### src/core/coc_map.svh
// Address, field positions, reset value and timing counts of the charger option register
`ifndef COC_MAP_SVH
`define COC_MAP_SVH

`define COC_ADDR_OPTION     8'h12
`define COC_ADDR_CURRENT    8'h14
`define COC_ADDR_VOLTAGE    8'h15
`define COC_ADDR_OPTION2    8'h30
`define COC_RESET_OPTION    16'hE70E
`define COC_BIT_LOWPWR      15
`define COC_BIT_WD_HI       14
`define COC_BIT_WD_LO       13
`define COC_BIT_AUTO_OFF    12
`define COC_BIT_FLAGS_GOOD  11
`define COC_BIT_AUDIO       10
`define COC_BIT_FREQ        9
`define COC_BIT_RIPPLE      8
`define COC_BIT_HICCUP_DIS  6
`define COC_BIT_LIMIT_EN    1
`define COC_BIT_CMP_A       14
`define COC_BIT_CMP_B       13
`define COC_CLK_HZ          125000000
`define COC_WD_SEC_1        5
`define COC_WD_SEC_2        88
`define COC_WD_SEC_3        175

`endif

### src/core/coc_pkg.sv
// Types shared by the charger option control block
package coc_pkg;

	typedef enum logic [1:0] {
		COC_WD_OFF,
		COC_WD_5S,
		COC_WD_88S,
		COC_WD_175S
	} coc_wd_sel_type;

	typedef enum logic {
		COC_WD_RUN,
		COC_WD_EXPIRED
	} coc_wd_state_type;

endpackage : coc_pkg

### src/core/coc_option.sv
// Charger option control register, watchdog and derived mode controls
`timescale 1ns/1ns
`include "coc_map.svh"

// Behaviour
// - Register at 12h, 16 bits, reset E70Eh
// - Watchdog expiry forces charge current to zero
// - Period codes: off, 5, 88, 175 s
// - Restart on current, voltage or period write
// - Bit 15 set, battery only: low power
// - Bit 15 clear, battery only: performance mode
// - Comparator enabled by second-option bits 14/13
// - Auto-off clears limit enable on falling edge of battery-present sense
// - Bit 11 drives adapter good in reverse
// - Bit 10 keeps burst above 25 kHz
// - Bit 9: zero 1200 kHz, one 800 kHz
// - Bit 8 enables pass-through ripple reduction
// - Bit 6 clear allows hiccup on short
module coc_option
	import coc_pkg::*;
#(
	parameter int unsigned CYCLES_PER_SEC = `COC_CLK_HZ,
	parameter int unsigned WD_SEC_1       = `COC_WD_SEC_1,
	parameter int unsigned WD_SEC_2       = `COC_WD_SEC_2,
	parameter int unsigned WD_SEC_3       = `COC_WD_SEC_3
) (
	input  wire logic        clk_i,
	input  wire logic        rst_i,
	input  wire logic        wr_i,
	input  wire logic [7:0]  addr_i,
	input  wire logic [15:0] wdata_i,
	output logic      [15:0] rdata_o,
	input  wire logic        charge_values_valid_i,
	input  wire logic        battery_only_i,
	input  wire logic        battery_present_sense_i,
	input  wire logic        reverse_boost_mode_i,
	input  wire logic        adapter_present_i,
	input  wire logic [15:0] second_option_register_i,
	output logic             charge_suspend_o,
	output logic             watchdog_expired_o,
	output logic             low_power_active_o,
	output logic             ldo_off_o,
	output logic             monitors_enable_o,
	output logic             comparator_enable_o,
	output logic             adc_available_o,
	output logic             input_limit_enable_o,
	output logic             adapter_good_output_o,
	output logic             audio_band_avoid_o,
	output logic             switch_frequency_select_o,
	output logic             passthrough_ripple_reduce_o,
	output logic             hiccup_enable_o
);

	// ------------------------------------------------------------
	// Register and watchdog state
	// ------------------------------------------------------------
	logic [15:0]      reg_q;
	logic [15:0]      reg_d;
	logic             bp_q;
	logic [7:0]       sec_q;
	logic [7:0]       sec_d;
	coc_wd_state_type wd_q;
	coc_wd_state_type wd_d;
	logic             tick;
	logic             reload;
	logic             wr_opt;
	logic             wr_cur;
	logic             wr_volt;

	function automatic logic [7:0] period_sec(input logic [1:0] sel);
		case (coc_wd_sel_type'(sel))
			COC_WD_5S:   period_sec = 8'(WD_SEC_1);
			COC_WD_88S:  period_sec = 8'(WD_SEC_2);
			COC_WD_175S: period_sec = 8'(WD_SEC_3);
			default:     period_sec = 8'h00;
		endcase
	endfunction : period_sec

	assign wr_opt  = wr_i && (addr_i == `COC_ADDR_OPTION);
	assign wr_cur  = wr_i && (addr_i == `COC_ADDR_CURRENT);
	assign wr_volt = wr_i && (addr_i == `COC_ADDR_VOLTAGE);
	// Any option write counts; period bits are always carried in it
	assign reload  = wr_cur || wr_volt || wr_opt;

	coc_tick #(
		.CYCLES_PER_SEC(CYCLES_PER_SEC)
	) u_tick (
		.clk_i  (clk_i),
		.rst_i  (rst_i),
		.clear_i(reload),
		.tick_o (tick)
	);

	// ------------------------------------------------------------
	// Next-state logic
	// ------------------------------------------------------------
	always_comb begin
		reg_d = reg_q;
		if (wr_opt) begin
			reg_d = wdata_i;
		end
		// Hardware clear wins only on the falling edge of the sense pin
		if (reg_q[`COC_BIT_AUTO_OFF] && bp_q && !battery_present_sense_i) begin
			reg_d[`COC_BIT_LIMIT_EN] = 1'b0;
		end
		sec_d = sec_q;
		wd_d  = wd_q;
		case (wd_q)
			COC_WD_RUN: begin
				if (reload) begin
					sec_d = period_sec(wr_opt ? wdata_i[14:13] : reg_q[14:13]);
				end else if (tick && sec_q != 8'h00) begin
					sec_d = sec_q - 8'h01;
					if (sec_q == 8'h01 && reg_q[14:13] != 2'b00) begin
						wd_d = COC_WD_EXPIRED;
					end
				end
			end
			COC_WD_EXPIRED: begin
				if (reload) begin
					sec_d = period_sec(wr_opt ? wdata_i[14:13] : reg_q[14:13]);
					wd_d  = COC_WD_RUN;
				end
			end
			default: begin
				wd_d = COC_WD_RUN;
			end
		endcase
	end

	always_ff @(posedge clk_i or posedge rst_i) begin
		if (rst_i) begin
			reg_q <= `COC_RESET_OPTION;
			bp_q  <= 1'b1;
			sec_q <= 8'(`COC_WD_SEC_3);
			wd_q  <= COC_WD_RUN;
		end else begin
			reg_q <= reg_d;
			bp_q  <= battery_present_sense_i;
			sec_q <= sec_d;
			wd_q  <= wd_d;
		end
	end

	// ------------------------------------------------------------
	// Registered outputs
	// ------------------------------------------------------------
	logic lp;
	logic cmp_req;
	assign lp      = reg_q[`COC_BIT_LOWPWR] && battery_only_i;
	assign cmp_req = second_option_register_i[`COC_BIT_CMP_A]
		|| second_option_register_i[`COC_BIT_CMP_B];

	always_ff @(posedge clk_i or posedge rst_i) begin
		if (rst_i) begin
			rdata_o                     <= `COC_RESET_OPTION;
			charge_suspend_o            <= 1'b0;
			watchdog_expired_o          <= 1'b0;
			low_power_active_o          <= 1'b0;
			ldo_off_o                   <= 1'b0;
			monitors_enable_o           <= 1'b0;
			comparator_enable_o         <= 1'b0;
			adc_available_o             <= 1'b0;
			input_limit_enable_o        <= 1'b1;
			adapter_good_output_o       <= 1'b0;
			audio_band_avoid_o          <= 1'b1;
			switch_frequency_select_o   <= 1'b1;
			passthrough_ripple_reduce_o <= 1'b1;
			hiccup_enable_o             <= 1'b1;
		end else begin
			rdata_o                     <= reg_d;
			// Resume only once the rewritten values are valid
			charge_suspend_o            <= (wd_d == COC_WD_EXPIRED)
				|| !charge_values_valid_i;
			watchdog_expired_o          <= (wd_d == COC_WD_EXPIRED);
			low_power_active_o          <= lp;
			ldo_off_o                   <= lp;
			monitors_enable_o           <= !lp;
			comparator_enable_o         <= !lp || cmp_req;
			adc_available_o             <= !lp;
			input_limit_enable_o        <= reg_d[`COC_BIT_LIMIT_EN];
			adapter_good_output_o       <= adapter_present_i
				|| (reg_q[`COC_BIT_FLAGS_GOOD] && reverse_boost_mode_i);
			audio_band_avoid_o          <= reg_q[`COC_BIT_AUDIO];
			switch_frequency_select_o   <= reg_q[`COC_BIT_FREQ];
			passthrough_ripple_reduce_o <= reg_q[`COC_BIT_RIPPLE];
			hiccup_enable_o             <= !reg_q[`COC_BIT_HICCUP_DIS];
		end
	end

endmodule : coc_option

### src/core/coc_tick.sv
// Divider producing a one-cycle pulse once per second
`timescale 1ns/1ns
`include "coc_map.svh"

module coc_tick
	import coc_pkg::*;
#(
	parameter int unsigned CYCLES_PER_SEC = `COC_CLK_HZ
) (
	input  wire logic clk_i,
	input  wire logic rst_i,
	input  wire logic clear_i,
	output logic      tick_o
);

	logic [31:0] cnt_q;
	logic [31:0] cnt_d;
	logic        tick_d;
	logic        tick_q;

	// Restart on clear so a full period always follows a reload
	always_comb begin
		cnt_d  = cnt_q + 32'h1;
		tick_d = 1'b0;
		if (clear_i) begin
			cnt_d = 32'h0;
		end else if (cnt_q >= CYCLES_PER_SEC - 1) begin
			cnt_d  = 32'h0;
			tick_d = 1'b1;
		end
	end

	always_ff @(posedge clk_i or posedge rst_i) begin
		if (rst_i) begin
			cnt_q  <= 32'h0;
			tick_q <= 1'b0;
		end else begin
			cnt_q  <= cnt_d;
			tick_q <= tick_d;
		end
	end

	assign tick_o = tick_q;

endmodule : coc_tick

### config.mk
export PLATFORM = sky130hd
export DESIGN_NAME = coc_option
export DESIGN_NICKNAME = d
export VERILOG_FILES = /design/src/core/coc_pkg.sv /design/src/core/coc_option.sv /design/src/core/coc_tick.sv
export VERILOG_INCLUDE_DIRS = /design/src /design/src/core
export SDC_FILE = /design/constraint.sdc
export NUM_CORES = 1
export LEC_CHECK = 0
export ABC_AREA = 1
export BUFFER_PORTS_ARGS = -buffer_cell sky130_fd_sc_hd__buf_2
export CAP_MARGIN = 20
export CORE_MARGIN = 4
export CORE_UTILIZATION = 25
export DETAILED_ROUTE_END_ITERATION = 6
export HOLD_SLACK_MARGIN = 0.08
export PLACE_DENSITY_LB_ADDON = 0.15
export REMOVE_ABC_BUFFERS = 1
export SLEW_MARGIN = 40
export SYNTH_ARGS = -nofsm -noshare
export SYNTH_HDL_FRONTEND = slang
export SYNTH_SLANG_ARGS = --single-unit
### constraint.sdc
create_clock -name clk_i -period 5.2 [get_ports clk_i]
set_clock_uncertainty 0.05 [all_clocks]
set_input_delay 1.04 -clock clk_i [delete_from_list [all_inputs] [get_ports clk_i]]
set_output_delay 1.04 -clock clk_i [all_outputs]
set_load 0.1 [all_outputs]
### After elaboration in Yosys (flattened, before gate mapping)

Cells that the tools add are included.
W data, S select, Z words.

| storage, ports and cells | value |
|---|---|
| bits in registers | 68 |
| bits of input ports | 48 |
| output and inout bits | 29 |
| word-level logic and storage cells | 69 |

| cells by class | value |
|---|---|
| add/sub/neg operators | 2 |
| order comparisons | 1 |
| eq/ne operators | 9 |
| multiplexer cells | 17 |
| bitwise operators | 1 |
| reductions and logical operators | 23 |

Operators with widths:

| operator | number |
|---|---|
| $mux W32 | 2 |
| $add A32 B1 Y32 const B | 1 |
| $ge A32 B27 Y1 const B | 1 |
| $eq A8 B5 Y1 const B | 3 |
| $mux W8 | 3 |
| $pmux W8 S3 | 1 |
| $pmux W8 S2 | 1 |
| $logic_and A1 B1 Y1 | 9 |
| $eq A8 B1 Y1 const B | 1 |
| $reduce_bool A8 Y1 | 1 |
| $sub A8 B1 Y8 const B | 1 |
| $mux W1 | 7 |
| $logic_or A1 B1 Y1 | 6 |
| $eq A2 B2 Y1 const B | 2 |
| $logic_not A1 Y1 | 4 |
| $mux W2 | 2 |
| $reduce_bool A2 Y1 | 2 |
| $ne A3 B3 Y1 const B | 1 |
| $eq A2 B1 Y1 const B | 1 |
| $ne A2 B1 Y1 const B | 1 |
| $pmux W1 S2 | 1 |
| $reduce_and A2 Y1 | 1 |
| $not A1 Y1 | 1 |

### Logic depth before layout (Yosys ltp)

Gate-level depths: netlist of run 1.

| logic depth | value |
|---|---|
| depth after elaboration | 7 |
| mapped depth | 11 |
| depth with buffers taken out | 11 |

### Cells and area by module

Synthesis of run 1 repeated with hierarchy kept, for this count alone.

| second synthesis, totals | value |
|---|---|
| cells, all modules | 443 |
| area, all modules | 3580.9 um^2 |

Modules (own cells, without submodules):

| module | times used | cells each | area each (um^2) | seq. area each (um^2) |
|---|---|---|---|---|
| coc_tick | 1 | 253 | 1890.6 | 825.8 |
| coc_option | 1 | 190 | 1690.4 | 900.9 |

### Worst setup path before layout of run 1

Ideal clock, no wire load.

| timing path | value |
|---|---|
| path kind | reg-to-output |
| start | reg ldo_off_o (netlist name) |
| end | out low_power_active_o |
| data arrival time | 1.324 ns |
| required time | 4.110 ns |
| setup slack | 2.786 ns |
| cell stages (with the launch flop) | 2 |
| buffers on the path | 1 |
| cell sequence | dfrtp_1 > buf_4 |

RTL lines:

| item | line | text |
|---|---|---|
| end, declared | coc_option.sv:41 | `output logic low_power_active_o,` |

### Final worst setup path of run 1

| timing path | value |
|---|---|
| start | in addr_i[7] |
| end | reg sec_q[5] |

| between the ends | value |
|---|---|
| cells in the longest elaborated chain, start to end | 7 |
| elaborated cells between the ends (all ways) | 19 |
| those cells by class | 8 x eq/ne; 5 x mux; 6 x reduce/logical |

RTL lines:

| item | line | text |
|---|---|---|
| start, declared | coc_option.sv:30 | `input wire logic [7:0] addr_i,` |
| $eq A8 B5 Y1 (no source line) | - |  |
| $logic_and A1 B1 Y1 | coc_option.sv:79 | `` assign wr_opt = wr_i && (addr_i == `COC_ADDR_OPTION); `` |
| $mux W2 | coc_option.sv:111, coc_option.sv:121 |  |
| $eq A2 B2 Y1 or $eq A2 B1 Y1 (tied branches) | coc_option.sv:71 | `case (coc_wd_sel_type'(sel))` |
| $pmux W8 S3 | coc_option.sv:71 |  |
| $mux W8 (on tied branches) | coc_option.sv:120, coc_option.sv:110 |  |
| $pmux W8 S2 | coc_option.sv:108 | `case (wd_q)` |
| end signal, assigned | coc_option.sv:135 | `` sec_q <= 8'(`COC_WD_SEC_3); `` |
| end, declared | coc_option.sv:60 | `logic [7:0] sec_q;` |

Several ways; a longest one is shown, not always the timed one. The select of a mux whose other input is x is not followed.
A chain may end at the register's enable or synchronous reset.

==> results of run 1 <==
## worst register-to-register path: cells and delay by family, from the launching register on
family	cells	cell delay, ns
fa+ha+maj	1	0.19
flops	1	0.37
compound gates	2	0.29
simple gates	5	0.88
## cell families after synthesis
group / share of synthesized area, %
multiplexers: 4.43
XOR/XNOR: 0.984
AND/OR/NAND/NOR: 30.6
other: 0.105
AO/OA/AOI/OAI: 5.73
adder cells (fa/ha/maj): 1.41
buffers and inverters: 8.32
flip-flops: 48.5
## metal layers
layer	track usage, %	up-vias
met4	2.71	0
met3	3.47	4
met2	18.5	35
met5	0	-
met1	14.0	1395
li1	-	1524
## cells in the final DEF, fill, tap and decap left out, drive strengths merged, types with 2 or more instances in the layout
cell	count
xor2	3
clkinv	2
nand3b	2
nand4	9
or2	7
o211ai	2
conb	5
clkbuf	11
o21ai	13
dfstp	20
inv	54
nand3	51
o21bai	2
nor3	8
a21oi	15
ha	4
o22ai	3
nand2	98
mux2	12
nor2	67
nor3b	2
dfrtp	48
bufinv	3
buf	63
## stage by stage
step	worst slack, ns	utilization (%)	std cells	hold slack, ns	instance area, sq um
4_1_cts	2.14	31.3	688	0.322	4360
3_5_place_dp	1.79	28.9	672	0.312	4030
2_1_floorplan	2.43	-	429	0.420	3480
5_1_grt	1.96	31.3	688	0.325	4360
6_report	2.17	31.3	688	0.320	4360
3_3_place_gp	1.79	28.9	672	0.311	4030
## power groups by stage
stage,Combinational (W),Clock [W],Sequential [W]
2_1_floorplan,0.000180,0,0.000713
3_3_place_gp,0.000337,0,0.000627
3_5_place_dp,0.000337,0,0.000628
4_1_cts,0.000340,0.000717,0.000620
5_1_grt,0.000375,0.000744,0.000627
6_report,0.000337,0.000700,0.000620
## area by class of cell
cell class	instances	area [sq um]	area share [%]
Clock buffer	11	233	5.34
Clock inverter	5	100	2.29
Inverter	54	205	4.70
Multi-Input combinational cell	307	1550	35.6
Sequential cell	68	1730	39.6
Tap cell	180	225	5.16
Timing Repair Buffer	63	318	7.29
## how the worst max path moves through the flow
stage | start | to | slack (ns) | cells after the start
floorplan | rst_i | adapter_good_output_o | 2.43 | 1
finish | addr_i[7] | sec_q[5] | 2.17 | 11
CTS | addr_i[7] | sec_q[7] | 2.14 | 11
global placement | addr_i[7] | sec_q[5] | 1.79 | 11
global route | addr_i[7] | sec_q[1] | 1.96 | 11
detailed placement | addr_i[7] | sec_q[7] | 1.79 | 11
==> reports/results.tsv, run 1 <==
metric	value	unit
routed.top_layer	met4	
p_clk_share	42.2	%
drt_iter0_drc	164	
synthMostInstantiatedCell	nand2_1	
drc_errors	0	
syn_avg_cell_area	8.15	sq um
path_delay_family	simple AND/OR/NAND/NOR gates	
p_leak	2.05	nW
grt_pass1_wl	14500	um
viasPerCell	4.30	
fp.dieArea	16200	sq um
powerDensity	380	nW/um^2
combPwrFrac	20.3	%
holdCritStartpoint	rdata_o[8]	
syn_inst	437	
nets	555	
cp.required	5.43	ns
drv_cap	0	
coreArea	13900	sq um
yosysUniqueCellTypes	36	
crit_path_top_delay_cell	nand2_2	
wl_per_cell	12.6	um
netSwitchingFraction	30.2	%
routed_wl	8670	um
antenna_found_initial	0	
status	completed	
async_reset_ff_share	100	%
rsz0062_at_grt	no	
p_int	0.00116	W
start_util	25.6	%
fill_cells	1457	
peakVddDrop	0.163	mV
min_path_type	reg2reg	
grt_pass1_vias	2916	
hold_end	passthrough_ripple_reduce_o	
io-pin-count	77	
worstSetupStartpointType	input pin	
hpwl	6270	um
crit_chain	buf_2 > or2_4 > nor2_4 > nand2_2 > nand2_2 > inv_2 > nand2_1 > inv_1 > nand2_1 > nand2_1 > inv_1	
synth_area_leaders	dfrtp_1, dfstp_2, nand2_1, nand3_1, nor2_1	
cts_buffers	9	
finalCritPeriodShare	58.2	%
yosysTopAreaCell	dfrtp_1	
h-tree-depth	3	
grt_overflow	0	
antenna_left	0	
total_power	0.00166	W
synth_top_cells_by_count	nand2_1, nor2_1, inv_1, nand3_1, dfrtp_1	
whs_path_depth	0	
switchingPower	0.000500	W
met1_length	3930	um
clk_pin_slew_worst_paths	0.06	ns
cts_resized	0	
maxSlewViolCount	0	
cts_root_buffer	clkbuf_16	
placementRows	43	
drtPass1Iterations	4	
wl_met3	312	um
cp-end-kind	flop	
largest_reg_flops	32	
worst_slew_pin_slew	0.623	ns
synth-edff-count	0	
drive_gt1_share	25.0	%
regToRegEndpoint	u_tick.cnt_q[17]	
arrival	3.26	ns
synth-seq-cells	68	
yosys_warnings	0	
io_buffers	62	
timing.fmax	0.330	GHz
wl_met2	4360	um
reg2reg_from	u_tick.cnt_q[0]	
cts_tree	yes	
grt_usage	11.1	%
grt_max_degree	51	
fp.dieH	127	um
finalHoldViolations	0	
reg_top3	u_tick.cnt_q (32), rdata_o (16), sec_q (8)	
cts_hold_buf	0	
synth_top_area_share	33.7	%
crit_fanout	21	
cts.sinks	68	
regToRegSetupSlack	3.29	ns
finalSetupViolCount	0	
die_x	127	um
ys_seq_area_share	48.5	%
ff2ff_path_depth	8	
timing.final.crit_period	3.03	ns
tns	0	ns
cts_setup_buffers	0	
p_seq_share	37.4	%
syn2layout_area_growth	22.4	%
worstSkewPairLatency	0.33	ns
netlist_area	3560	sq um
cp.buffers_inverters	4	
regMostFlops	u_tick.cnt_q	
synth_ff_type	dfrtp_1	
place.gp.congestion	0.829	
crit_type	in2reg	
antenna_cells	0	
clk_path_buf_depth	2	
vias	2958	
critPathMaxStageDelay	0.39	ns
max_slew_margin	58.5	%
path_common_cell	nand2_1	
Note: power is estimated with default switching activity, not from simulation.
==> inputs of run 2 (changes only) <==
==> constraint.sdc (replaced) <==
create_clock -name clk_i -period 3.1 [get_ports clk_i]
set_clock_uncertainty 0.05 [all_clocks]
set_input_delay 0.62 -clock clk_i [delete_from_list [all_inputs] [get_ports clk_i]]
set_output_delay 0.62 -clock clk_i [all_outputs]
set_load 0.1 [all_outputs]
==> run 2 against run 1 <==
Effect of this change:
- via count decreased by 0.27%
- sequential share of layout area is 0.44 points higher
- routed wire length down 0.12%
- utilization fell by 0.34 points
- combinational power up 66%
- sequential cell count is the same
- hold slack got worse by 0.0059 ns
- total power up 52%
- sequential power grew 68%
- clock power grew 32%
- largest power group is now sequential cells
- critical path depth unchanged
==> reports/results.tsv, run 2 (synthesis gave the netlist of run 1 again) <==
metric	value	unit	change
status	completed		unchanged
regMostFlops	u_tick.cnt_q		unchanged
io_buffers	62		unchanged
coreArea	13900	sq um	unchanged
reg_top3	u_tick.cnt_q (32), rdata_o (16), sec_q (8)		unchanged
drive_gt1_share	25.2	%	was 25.0%
fp.dieH	127	um	unchanged
holdCritStartpoint	rdata_o[10]		was rdata_o[8]
drc_errors	0		unchanged
fp.dieArea	16200	sq um	unchanged
wl_per_cell	12.5	um	was 12.6 um
arrival	2.46	ns	was 3.26 ns
total_power	0.00252	W	was 0.00166 W
clk_path_buf_depth	2		unchanged
die_x	127	um	unchanged
max_slew_margin	64.1	%	was 58.5%
vias	2950		was 2,958
cts_setup_buffers	0		unchanged
final_cell_mix	nand2_1, nor2_1, buf_2, inv_1, nand3_1		unchanged
tns	0	ns	unchanged
crit_fanout	21		unchanged
largest_reg_flops	32		unchanged
antenna_left	0		unchanged
grt_max_degree	35		was 51
grt_usage	11.3	%	was 11.1%
final_common_cell	nand2_1		unchanged
drt_iter0_drc	109		was 164
worst_slew_pin_slew	0.536	ns	was 0.623 ns
hpwl	6380	um	was 6270 um
path_common_cell	nand2_1		unchanged
crit_chain	buf_2 > or2_4 > nor2_4 > nand2_1 > nand2_2 > inv_2 > nand2_1 > inv_1 > nand2_1 > nand2_1 > inv_1		was buf_2 > or2_4 > nor2_4 > nand2_2 > nand2_2 > inv_2 > nand2_1 > inv_1 > nand2_1 > nand2_1 > inv_1
finalSetupViolCount	0		unchanged
worstSkewPairLatency	0.33	ns	about the same
nets	558		was 555
crit_path_top_delay_cell	nand2_1		was nand2_2
finalHoldViolations	0		unchanged
antenna_found_initial	0		unchanged
powerDensity	585	nW/um^2	was 380 nW/um^2
place.gp.congestion	0.841		was 0.829
syn2layout_area_growth	21.1	%	was 22.4%
placementRows	43		unchanged
maxSlewViolCount	0		unchanged
reg2reg_from	u_tick.cnt_q[0]		unchanged
cts.sinks	68		unchanged
crit_type	in2reg		unchanged
h-tree-depth	3		unchanged
cts_tree	yes		unchanged
drv_cap	0		unchanged
grt_pass1_vias	2925		was 2,916
p_leak	2.02	nW	was 2.05 nW
start_util	25.6	%	unchanged
drtPass1Iterations	5		was 4
rsz0062_at_grt	no		unchanged
viasPerCell	4.27		was 4.30
peakVddDrop	0.224	mV	was 0.163 mV
io-pin-count	77		unchanged
cts_root_buffer	clkbuf_16		unchanged
clk_pin_slew_worst_paths	0.06	ns	about the same
cts_buffers	9		unchanged
min_path_type	reg2reg		unchanged
worstSetupStartpointType	input pin		unchanged
grt_overflow	0		unchanged
cp.required	3.32	ns	was 5.43 ns
timing.fmax	0.447	GHz	
critPathMaxStageDelay	0.37	ns	was 0.39 ns
fill_cells	1501		was 1,457
grt_pass1_wl	14500	um	about the same
antenna_cells	0		unchanged
worstSetupStartpoint	addr_i[7]		unchanged
routed_wl	8660	um	was 8670 um
finalCritPeriodShare	72.2	%	
cp-end-kind	flop		unchanged
timing.final.crit_period	2.24	ns	
-- run 2: cell types whose count changed in the layout (fill, tap and decap cells not counted), sizes merged --
cell         change
clkinv           +1
clkinvlp         +2
dlygate4sd3      +1
bufinv           -3
buf              +2
-- run 2: worst max-delay path: cells and delay by family --
family | cells | cell delay, ns
AND/OR/NAND/NOR | 7 | 1.28
buffers and inverters | 4 | 0.54
-- run 2: final timing paths --
path                                  endpoint  slack [ns]  depth (start not counted)
setup / recovery                      sec_q[7]        0.86                         11
max in group asynchronous             sec_q[0]        1.73                          4
min in group asynchronous  comparator_enable_o        0.63                          3
hold / removal              audio_band_avoid_o        0.31                          0
setup reg to reg              u_tick.cnt_q[16]        1.16                          8
hold reg to reg             audio_band_avoid_o        0.31                          0
-- run 2: routing by layer --
metal	vias up	global-route usage, %	share of wire (%)
met5	-	0	0
met4	0	3.79	1.9
li1	1525	-	-
met1	1379	14.5	46
met3	11	3.85	3.8
met2	35	17.9	48
-- run 2: final cells by class --
cell class | count | area [sq um] | share of cell area [%]
clock inverter | 5 | 30.0 | 0.696
sequential | 68 | 1730 | 40.0
tap | 180 | 225 | 5.22
timing repair buffer | 66 | 343 | 7.95
clock buffer | 11 | 233 | 5.39
multi-input combinational | 307 | 1550 | 36.0
inverter | 54 | 203 | 4.70
-- run 2: repair_timing --
action | in CTS | in global routing
gates resized for setup | 0 | 0
hold buffers | 1 | 0
endpoints found under the setup margin | 0 | 0
hold endpoints to repair | 2 | 0
-- run 2: metrics by stage --
step	hold WS [ns]	setup slack (ns)	cells	util, %	instance area [sq um]
after CTS	0.315	0.800	691	31.0	4310
after global placement	0.310	0.461	674	29.0	4040
after floorplan	0.420	0.752	429	-	3480
after detailed placement	0.313	0.473	674	29.0	4040
final	0.314	0.861	691	31.0	4310
after global routing	0.324	0.632	691	31.0	4310
-- run 2: where the power goes --
part           switching, W  internal [W]
registers         0.0000456      0.000993
logic              0.000396      0.000164
clock network      0.000386      0.000537
